[config.mk]
export PLATFORM = sky130hd
export DESIGN_NAME = acxc_ctrl
export DESIGN_NICKNAME = d
export VERILOG_FILES = /design/src/acxc_pkg.sv /design/src/acxc_avg.sv /design/src/acxc_ctrl.sv
export VERILOG_INCLUDE_DIRS = /design/src
export SDC_FILE = /design/constraint.sdc
export NUM_CORES = 1
export LEC_CHECK = 0
export ABC_AREA = 0
export BUFFER_PORTS_ARGS = -buffer_cell sky130_fd_sc_hd__buf_2
export CAP_MARGIN = 20
export CORE_MARGIN = 2
export CORE_UTILIZATION = 50
export DETAILED_ROUTE_END_ITERATION = 6
export GPL_TIMING_DRIVEN = 0
export HOLD_SLACK_MARGIN = 0.08
export PLACE_DENSITY = 0.78
export SYNTH_ARGS = -nofsm -noshare
export SYNTH_HDL_FRONTEND = slang
export SYNTH_HIERARCHICAL = 1
export SYNTH_SLANG_ARGS = --single-unit
[constraint.sdc]
create_clock -name clk_sys_i -period 3.65 [get_ports clk_sys_i]
set_input_delay 0.1825 -clock clk_sys_i [delete_from_list [all_inputs] [get_ports clk_sys_i]]
set_output_delay 0.1825 -clock clk_sys_i [all_outputs]
set_load 0.1 [all_outputs]
[src/acxc_defines.svh]
// Behaviour
// - Chop select 10 drives both phases and both complements on the four pins.
// - Chop select 11 drives only the two true phases; outside inverts.
// - Chop select zero produces no alternating drive.
// - Phase one drives pins 0 and 2 high, pins 1 and 3 low.
// - Phase two drives pins 0 and 2 low, pins 1 and 3 high.
// - Phase two conversion treats input and reference as inverted.
// - Results of both phases are averaged into one output.
// - Settling delay is inserted at the start of each phase.
// - In standby the general pins keep driving their configured states.
// - In power-down the general pin outputs are released.
// - After reset the pins are undriven until software configures them.
// - Bridge power switch is closed in normal operation.
// - Standby keep bit holds the bridge switch active in standby when bridge_power_switch_i is also set.
`ifndef ACXC_DEFINES_SVH
`define ACXC_DEFINES_SVH
`define ACXC_CHOP_OFF    2'b00
`define ACXC_CHOP_FULL   2'b10
`define ACXC_CHOP_TRUE   2'b11
`define ACXC_DATA_W      24
`define ACXC_DELAY_W     16
`define ACXC_PIN_N       4
`define ACXC_RST_DELAY   16'h0000
`endif

[src/acxc_pkg.sv]
package acxc_pkg;
   typedef enum logic [1:0] {
      ACXC_PM_NORMAL,
      ACXC_PM_STANDBY,
      ACXC_PM_POWERDOWN,
      ACXC_PM_RSVD
   } acxc_pmode_t;
   typedef enum logic [1:0] {
      ACXC_ST_IDLE,
      ACXC_ST_SETTLE,
      ACXC_ST_CONVERT
   } acxc_state_t;
   typedef struct packed {
      logic [3:0] out;
      logic [3:0] oe;
   } acxc_pins_t;
   typedef struct packed {
      logic        valid;
      logic [23:0] data;
   } acxc_sample_t;
endpackage

[src/acxc_avg.sv]
`timescale 1ns/1ps
`include "acxc_defines.svh"
module acxc_avg #(
   parameter int DATA_W = `ACXC_DATA_W
) (
   input  wire logic              clk_sys_i,
   input  wire logic              rst_n_i,
   input  wire logic              clear_i,
   input  wire logic              load_a_i,
   input  wire logic              load_b_i,
   input  wire logic [DATA_W-1:0] data_i,
   output logic                   valid_o,
   output logic      [DATA_W-1:0] avg_o
);
   initial begin
      if (DATA_W < 2) $error("DATA_W too small");
   end
   typedef struct packed {
      logic [DATA_W-1:0] a;
      logic [DATA_W-1:0] avg;
      logic              valid;
   } acxc_avg_st_t;
   acxc_avg_st_t st_r;
   acxc_avg_st_t st_nxt;
   logic [DATA_W:0] sum;
   always_comb begin
      st_nxt = st_r;
      st_nxt.valid = 1'b0;
      // Phase two sample arrives inverted, so it is negated back
      sum = {st_r.a[DATA_W-1], st_r.a} - {data_i[DATA_W-1], data_i};
      if (clear_i) begin
         st_nxt.a = '0;
      end else if (load_a_i) begin
         st_nxt.a = data_i;
      end else if (load_b_i) begin
         st_nxt.avg = sum[DATA_W:1];
         st_nxt.valid = 1'b1;
      end
   end
   always_ff @(posedge clk_sys_i) begin
      if (!rst_n_i) begin
         st_r <= '0;
      end else begin
         st_r <= st_nxt;
      end
   end
   assign valid_o = st_r.valid;
   assign avg_o = st_r.avg;
endmodule

[src/acxc_ctrl.sv]
`timescale 1ns/1ps
`include "acxc_defines.svh"
module acxc_ctrl
   import acxc_pkg::*;
#(
   parameter int DATA_W  = `ACXC_DATA_W,
   parameter int DELAY_W = `ACXC_DELAY_W
) (
   input  wire logic                  clk_sys_i,
   input  wire logic                  rst_n_i,
   input  wire logic [1:0]            excitation_chop_select_i,
   input  wire logic                  pins_configured_i,
   input  wire logic [3:0]            dc_pin_level_i,
   input  wire acxc_pmode_t           power_mode_i,
   input  wire logic                  bridge_power_switch_i,
   input  wire logic                  standby_bridge_switch_keep_i,
   input  wire logic [DELAY_W-1:0]    settle_delay_i,
   input  wire logic                  conv_done_i,
   input  wire logic [DATA_W-1:0]     conv_data_i,
   output acxc_pins_t                 general_io_o,
   output logic                       conv_start_o,
   output logic                       input_invert_o,
   output logic                       ref_invert_o,
   output logic                       bridge_switch_closed_o,
   output logic                       rdy_n_o,
   output logic [DATA_W-1:0]          result_o
);
   import acxc_pkg::*;
   initial begin
      if (DELAY_W < 1 || DATA_W < 2) $error("bad parameters");
   end
   typedef struct packed {
      acxc_state_t        state;
      logic               phase_two;
      logic [DELAY_W-1:0] cnt;
      acxc_pins_t         pins;
      logic               start;
      logic               inv;
      logic               sw;
      logic               rdy_n;
      logic [DATA_W-1:0]  result;
   } acxc_ctrl_st_t;
   acxc_ctrl_st_t st_r;
   acxc_ctrl_st_t st_nxt;
   logic              avg_valid;
   logic [DATA_W-1:0] avg_data;
   logic              chop_on;
   logic              load_a;
   logic              load_b;

   function automatic logic [3:0] phase_pins(input logic two);
      // Pins 0/2 on phase one, pins 1/3 on phase two
      phase_pins = two ? 4'b1010 : 4'b0101;
   endfunction

   assign chop_on = (excitation_chop_select_i == `ACXC_CHOP_FULL) ||
                    (excitation_chop_select_i == `ACXC_CHOP_TRUE);
   assign load_a = (st_r.state == ACXC_ST_CONVERT) && conv_done_i &&
                   !st_r.phase_two;
   assign load_b = (st_r.state == ACXC_ST_CONVERT) && conv_done_i &&
                   st_r.phase_two;

   acxc_avg #(
      .DATA_W (DATA_W)
   ) u_avg (
      .clk_sys_i (clk_sys_i),
      .rst_n_i   (rst_n_i),
      .clear_i   (!chop_on),
      .load_a_i  (load_a),
      .load_b_i  (load_b),
      .data_i    (conv_data_i),
      .valid_o   (avg_valid),
      .avg_o     (avg_data)
   );

   always_comb begin
      st_nxt = st_r;
      st_nxt.start = 1'b0;
      case (st_r.state)
         ACXC_ST_IDLE: begin
            if (chop_on && power_mode_i != ACXC_PM_POWERDOWN) begin
               st_nxt.state = ACXC_ST_SETTLE;
               st_nxt.phase_two = 1'b0;
               st_nxt.cnt = settle_delay_i;
            end
         end
         ACXC_ST_SETTLE: begin
            if (!chop_on) begin
               st_nxt.state = ACXC_ST_IDLE;
            end else if (st_r.cnt == '0) begin
               st_nxt.state = ACXC_ST_CONVERT;
               st_nxt.start = 1'b1;
            end else begin
               st_nxt.cnt = st_r.cnt - 1'b1;
            end
         end
         ACXC_ST_CONVERT: begin
            if (!chop_on) begin
               st_nxt.state = ACXC_ST_IDLE;
            end else if (conv_done_i) begin
               st_nxt.phase_two = !st_r.phase_two;
               st_nxt.cnt = settle_delay_i;
               st_nxt.state = ACXC_ST_SETTLE;
            end
         end
         default: begin
            st_nxt.state = ACXC_ST_IDLE;
         end
      endcase
      st_nxt.inv = st_nxt.phase_two && chop_on;
      // Pin drive
      if (power_mode_i == ACXC_PM_POWERDOWN || !pins_configured_i) begin
         st_nxt.pins.oe = 4'b0000;
         st_nxt.pins.out = 4'b0000;
      end else if (excitation_chop_select_i == `ACXC_CHOP_FULL) begin
         st_nxt.pins.oe = 4'b1111;
         st_nxt.pins.out = phase_pins(st_nxt.phase_two);
      end else if (excitation_chop_select_i == `ACXC_CHOP_TRUE) begin
         st_nxt.pins.oe = 4'b0011;
         st_nxt.pins.out = {2'b00, st_nxt.phase_two, !st_nxt.phase_two};
      end else begin
         st_nxt.pins.oe = 4'b1111;
         st_nxt.pins.out = dc_pin_level_i;
      end
      case (power_mode_i)
         ACXC_PM_NORMAL: st_nxt.sw = 1'b1;
         ACXC_PM_STANDBY: st_nxt.sw = standby_bridge_switch_keep_i &&
                                      bridge_power_switch_i;
         default: st_nxt.sw = 1'b0;
      endcase
      if (avg_valid) begin
         st_nxt.result = avg_data;
         st_nxt.rdy_n = 1'b0;
      end else if (!chop_on && conv_done_i) begin
         st_nxt.result = conv_data_i;
         st_nxt.rdy_n = 1'b0;
      end else if (st_r.start) begin
         st_nxt.rdy_n = 1'b1;
      end
   end

   always_ff @(posedge clk_sys_i) begin
      if (!rst_n_i) begin
         st_r <= '0;
         st_r.rdy_n <= 1'b1;
         st_r.cnt <= DELAY_W'(`ACXC_RST_DELAY);
      end else begin
         st_r <= st_nxt;
      end
   end

   assign general_io_o = st_r.pins;
   assign conv_start_o = st_r.start;
   assign input_invert_o = st_r.inv;
   assign ref_invert_o = st_r.inv;
   assign bridge_switch_closed_o = st_r.sw;
   assign rdy_n_o = st_r.rdy_n;
   assign result_o = st_r.result;
endmodule

==> impl_results.md, run 1 <==
- Post-synthesis register bit count: 102
- Vias: 5772
- Max-slew violation count: 0
- Drt pass-1 iters: 5
- Input/output buffers: 89
- GP Congestion: 0.9423
- Final setup violation count: 0
- Gr usage total: 0.2396
- Clock transition at path regs: 70 ps
- Post-synth ARST share: 0
- Mean area per synthesized cell: 8.394 sq um
- Fin crit period: 2904 ps
- Vias in the first global route: 5288
- Clock Path Buffers: 2
- Starting Density: 0.5063
- Skew-Pair Late Insertion Delay: 360 ps
- DRT antenna net count: 0
- Final worst-path cycle share: 0.7957
- Final hold slack: 86.30 ps
- Hold Fails Final Rpt: 0
- Fmax achieved: 344.3 MHz
- H-tree levels: 3
- Num rows: 41
- Worst setup margin: 745.8 ps
- Die Wd: 116.6 um
- Worst Setup Path Type: flop to flop
- Post-synthesis simple-gate area fraction: 0.1747
- RSZ-0062 raised after global routing: no
- Multi-input logic area: 3550 sq um
- Pre-CTS WS: 847.5 ps
- Max FO, Critical Path: 10
- Post-route DRC: 0
- Layout cells sized above 1: 0.2280
- Drt initial violations: 608
- Reg2Reg Setup Slack: 750 ps
- Fillers: 1150
- Largest family of logic cells by synthesized area: compound AO/OA/AOI/OAI gates
- Mapped Nets: 838
- CP endpoint kind: flop
- Full die area: 13590 sq um
- Vias per inst: 5.571
- PD cells: 389.8 nW/um^2
- Synth area leaders: dfxtp_1, mux2i_1, buf_4
- CP arrival: 3180 ps
- Sink Count: 102
- N_diodes: 0
- Gr ovfl total: 0
- Unique cell type count in the Yosys netlist: 81
- Startpoint types: flop
- # Post-CTS Setup Buffers: 0
- Status: finished clean
- Setup TNS: 0 ps
- Non-filler instance count after layout: 1036
- Synth Area in Adders: 0.05844
- Required time of the critical path: 3920 ps
- Static leakage: 3.085 nW
- Mux cell area share after synthesis: 0.08154
- Post-synth EDFFs: 0
- Top cell type's share of synthesized area: 0.3222
- Top Ports: 91
- Cell taking the most area after synthesis: dfxtp_1
- Synth Area in XOR/XNOR: 0.02349
- Register Area: 2042 sq um
- Cells after synthesis: 755
- Most used DFF post-synth: dfxtp_1
- Peak supply drop: 0.2372 mV
- Hold Crit Class: input pin to flop
- Compound-cell area share of the yosys netlist: 0.2219
- Rel. slew slack: 0.4310
- Initial antenna violation count: 0
- CTS resizes: 0
- Wire length per cell: 15.58 um
- Largest net degree at the start of global routing: 17
- TritonCTS buffer count: 9
- Drt total wl: 16140 um
- Placed cell count: 1016
- Clk Tree Root Cell: clkbuf_16
- DIE HEIGHT: 116.6 um
- Max-Cap Viols: 0
- Final nets: 942
- Synth warn: 6
- Max Clock Skew: 11.94 ps
- Dpl hpwl: 11910 um
- Total power: 2.867 mW
- Sequential-to-total area share from yosys stat: 0.3222
- Core Region: 12520 sq um
- CTS tree: yes
- Area grow syn2layout: 16.03%
- First-pass GRT wire length: 25790 um
- Slew of the pin with the lowest slew margin: 853.5 ps
- Mapped Area: 6337 sq um
layout make-up:
class                      instances  share of cell area
sequential                       102              0.2777
buffer                            97             0.08048
clock inverter                     5             0.01123
tap                              172             0.02927
clock buffer                      11             0.03165
inverter                          41             0.02093
multi-input combinational        515              0.4827
timing repair buffer              93             0.06602
per-stage QoR:
stage	instance area, sq um	utilization
6_report	7353	0.5875
5_1_grt	7353	0.5875
4_1_cts	7353	0.5875
3_5_place_dp	6998	0.5591
3_3_place_gp	6998	0.5591
2_1_floorplan	6337	-
cell families after synthesis:
| kind of cell | after synthesis |
|---|---|
| adders and majority gates | 29 |
| DFF | 102 |
| muxes | 51 |
| buffers and inverters | 138 |
| and+or+nand+nor | 228 |
| AOI/OAI and AO/OA | 190 |
| xor gates and xnor gates | 17 |
worst max-delay path, stage by stage, from the launching register on:
cell	delay, ps
dfxtp_1	390
inv_1	80
ha_1	300
nand2_1	150
nor2_1	60
clkbuf_1	240
nor2_1	190
and2_1	140
clkbuf_1	380
buf_1	540
nand3_1	160
a21oi_1	190
synthesized netlist by cell type, drive strengths merged (8+ instances only):
master	count
a211oi	39
nand2b	9
o31ai	9
nor3	20
inv	38
mux2i	49
o21ai	28
dfxtp	102
ha	28
or3	8
clkbuf	28
xnor2	9
nand2	48
nor2	84
nand3	22
a21oi	47
buf	69
xor2	8
repair_timing:
item / CTS / global route
endpoints found under the setup margin: 0 / 0
hold buffers: 4 / 0
endpoints found under the hold margin: 3 / 0
report_power, final:
group	internal [mW]	total [mW]	switching, mW
combinational	0.199	0.644	0.445
sequential	1.15	1.18	0.0291
clock	0.605	1.04	0.438
total	1.95	2.87	0.912
cell usage in the layout (no fill, tap or decap), types with 6 or more instances in the layout:
cell and instances:
dfxtp_1 102, buf_2 94, nor2_1 83, buf_4 57, mux2i_1 49, nand2_1 48
a21oi_1 44, inv_1 38, a211oi_1 38, clkbuf_1 30, ha_1 28, nand3_1 21
o21ai_0 20, nor3_1 18, nand2b_1 9, xnor2_1 9, clkbuf_16 9, xor2_1 8
nand4_1 7, o31ai_1 7, buf_1 6, nor2b_1 6, or3_1 6, a21o_1 6
a31oi_1 6, o311ai_0 6
flip-flops by register name, summed over array words and instances, names as in the netlist:
name	count
result_o	24
st_r	19
u_avg/st_r	24
rdy_n_o	1
u_avg/valid_o	1
u_avg/avg_o	24
input_invert_o	1
general_io_o	6
bridge_switch_closed_o	1
conv_start_o	1
worst paths after layout:
kind	from	endpoint	cells past startpoint
hold reg to reg	u_avg/avg_o[7]	u_avg/avg_o[7]	2
setup / recovery	st_r[53]	u_avg/avg_o[6]	11
hold / removal	dc_pin_level_i[1]	general_io_o[5]	3
setup reg to reg	st_r[53]	u_avg/avg_o[6]	11
layer usage:
metal | routed length [um] | vias to the layer above | global-route usage | share of wire
li1 | - | 2848 | - | -
met1 | 7221 | 2668 | 0.3093 | 0.45
met2 | 7443 | 228 | 0.3903 | 0.46
met3 | 1133 | 28 | 0.06331 | 0.070
met4 | 340 | 0 | 0.08078 | 0.021
met5 | 0 | - | 0 | 0
Power figures use the tool's default switching activity.
==> inputs of run 2 (changes only) <==
--- a/config.mk
+++ b/config.mk
@@ -14,7 +14,7 @@
 export DETAILED_ROUTE_END_ITERATION = 6
 export GPL_TIMING_DRIVEN = 0
 export HOLD_SLACK_MARGIN = 0.08
-export PLACE_DENSITY = 0.78
+export PLACE_DENSITY = 0.81
 export SYNTH_ARGS = -nofsm -noshare
 export SYNTH_HDL_FRONTEND = slang
 export SYNTH_HIERARCHICAL = 1
==> constraint.sdc (replaced) <==
create_clock -name clk_sys_i -period 2.5 [get_ports clk_sys_i]
set_input_delay 0.125 -clock clk_sys_i [delete_from_list [all_inputs] [get_ports clk_sys_i]]
set_output_delay 0.125 -clock clk_sys_i [all_outputs]
set_load 0.1 [all_outputs]
==> run 2 against run 1 <==
  * Global-route usage up 0.77 points
  * Critical endpoint is now u_avg/avg_o[20]
  * Register-to-register slack lost 630 ps
  * Critical path type is now input pin to flop
  * Sequential power increased by 46%
  * Final area rose by 4.7%
  * Setup slack worse by 660 ps
  * Sequential share of layout area fell by 1.2 points
  * Via count increased by 1.8%
  * Highest routed layer unchanged
  * Critical path depth rose by 1
  * Non-clock buffer count is 24 higher
  * Combinational power rose by 53%
==> impl_results.md, run 2 (synthesis results as in run 1) <==
- H-tree levels: 3 (unchanged)
- Final worst-path cycle share: 0.9655
- Fmax achieved: 414.3 MHz
- CP Cell Sequence: dlygate4sd3_1 -> buf_2 -> inv_1 -> ha_2 -> a21oi_4 -> o21ai_4 -> a21oi_4 -> o21ai_4 -> or3_1 -> and4b_1 -> mux2_4 -> o211ai_2
- Bufs and invs on worst path: 3 (-1)
- Dpl cell area: 6998 sq um (unchanged)
- Crit path max-delay cell type: dlygate4sd3_1
- Largest net degree at the start of global routing: 17 (unchanged)
- Startpoint types: input pin
- Starting Density: 0.5063 (unchanged)
- Final nets: 966 (+2.5%)
- Drt total wl: 16590 um (+2.8%)
- Sink Count: 102 (unchanged)
- Dpl hpwl: 11730 um (-1.5%)
- CTS tree: yes
- Die Wd: 116.6 um (unchanged)
- Max-Cap Viols: 0 (unchanged)
- Post-Layout Inst Area: 7697 sq um (+4.7%)
- Hold Fails Final Rpt: 0 (unchanged)
- Status: finished clean
- DRT antenna net count: 0 (unchanged)
- Worst Setup Path Type: input pin to flop
- Final hold slack: 96.56 ps (+10.26 ps)
- Worst path max stage delay: 530 ps (about the same)
- Fin crit period: 2414 ps
- Wire length per cell: 15.65 um (+0.47%)
- Vias in the first global route: 5617 (+6.2%)
- Slew of the pin with the lowest slew margin: 837.7 ps (-15.80 ps)
- Max FO, Critical Path: 4 (-6)
- N_diodes: 0 (unchanged)
- Skew-Pair Late Insertion Delay: 350 ps (about the same)
- Layout cells sized above 1: 0.2511 (+0.02312)
- Final setup violation count: 0 (unchanged)
- Post-route DRC: 0 (unchanged)
- Vias: 5874 (+1.8%)
- Static leakage: 3.227 nW (+4.6%)
- Full die area: 13590 sq um (unchanged)
- Clock Path Buffers: 2 (unchanged)
- Top Ports: 91 (unchanged)
- Rel. slew slack: 0.4415 (+0.01053)
- Max-slew violation count: 0 (unchanged)
- CP arrival: 2700 ps (-480 ps)
- TritonCTS buffer count: 9 (unchanged)
- RSZ-0062 raised after global routing: yes
- Clock transition at path regs: 70 ps (about the same)
- Drt pass-1 iters: 6 (+1)
- Gr usage total: 0.2473 (+0.007737)
- Drt initial violations: 577 (-5.1%)
- Vias per inst: 5.542 (-0.54%)
- Clk Tree Root Cell: clkbuf_16
- PD cells: 541.6 nW/um^2 (+39%)
- Input/output buffers: 89 (unchanged)
- Family with the most delay on the worst path: buffers and inverters
- DIE HEIGHT: 116.6 um (unchanged)
- GP Congestion: 0.9396 (-0.29%)
- Total power: 4.169 mW (+45%)
- Final design utilization: 0.6150 (+0.02749)
- Leading cell type in the layout, fill and taps excluded: dfxtp_1
- Setup TNS: 0 ps (unchanged)
- CP endpoint kind: flop
- Num rows: 41 (unchanged)
- Core Region: 12520 sq um (unchanged)
- Fillers: 1107 (-3.7%)
- Area grow syn2layout: 21.46%
- Peak supply drop: 0.4168 mV (+76%)
- Required time of the critical path: 2780 ps (-1140 ps)
- Gr ovfl total: 0 (unchanged)
- Hold Crit Class: input pin to flop
- Max Clock Skew: 7.000 ps (-4.935 ps)
- Initial antenna violation count: 0 (unchanged)
- First-pass GRT wire length: 26740 um (+3.7%)
- Leading cell types in the layout, fill and taps excluded: dfxtp_1, buf_2, nor2_1
run 2: cell types whose count changed in the layout (fill, tap and decap cells not counted), sizes merged:
cell           delta
buf               +3
bufinv            -1
clkbuf            -4
clkdlybuf4s15     +1
clkinvlp          +1
dlygate4sd3      +24
run 2: cell type report:
class | count | area, sq um | area share
well taps | 172 | 215.2 | 0.02796
clock buffers | 11 | 252.7 | 0.03283
multi-input cells | 515 | 3635 | 0.4722
plain buffers | 94 | 594.3 | 0.07721
repair buffers | 120 | 748.2 | 0.09720
inverters | 41 | 153.9 | 0.01999
flip-flops and latches | 102 | 2042 | 0.2653
clock inverters | 5 | 56.30 | 0.007315
run 2: routing by layer:
layer  up-vias  part of all wire  global-route usage
li1       2894                 -                   -
met1      2746              0.42              0.3038
met2       215              0.50              0.4407
met3        19             0.067             0.05241
met4         0             0.013             0.06431
met5         -                 0                   0
run 2: what timing repair did:
| action | CTS | global route |
|---|---|---|
| setup buffers | 1 | 2 |
| pin swaps | 1 | 5 |
| setup endpoints to repair | 34 | 49 |
| hold endpoints to repair | 27 | 0 |
| hold buffers | 28 | 0 |
| resized for setup | 7 | 21 |
run 2: report_power, final:
| group | internal [mW] | total [mW] | switching, mW |
|---|---|---|---|
| registers | 1.68 | 1.72 | 0.0422 |
| clock network | 0.832 | 1.46 | 0.632 |
| logic | 0.320 | 0.983 | 0.663 |
| total | 2.83 | 4.17 | 1.34 |
run 2: path summary, 6_finish.rpt:
path	cells after the start	endpoint	slack (ps)	start
worst max register to register	10	u_avg/avg_o[21]	120	u_avg/st_r[26]
worst max-delay path	12	u_avg/avg_o[20]	90	conv_data_i[2]
worst min register to register	2	u_avg/avg_o[2]	450	u_avg/avg_o[2]
worst min-delay path	3	u_avg/st_r[46]	100	conv_data_i[21]
run 2: per-stage QoR:
step | std cells | setup slack (ps)
6_report | 1060 | 86.18
3_5_place_dp | 1016 | -229.2
3_3_place_gp | 1016 | -238.4
2_1_floorplan | 755 | 245.0
4_1_cts | 1060 | 18.33
5_1_grt | 1060 | -50.36
run 2: worst register-to-register path: stages (launching register included):
cell	delay (ps)
dfxtp_1	360
inv_1	70
fa_1	450
nand2b_4	180
a21oi_4	170
o31ai_4	100
a211oi_2	320
o21ai_2	110
a21oi_2	170
mux2i_1	200
o21ai_0	120
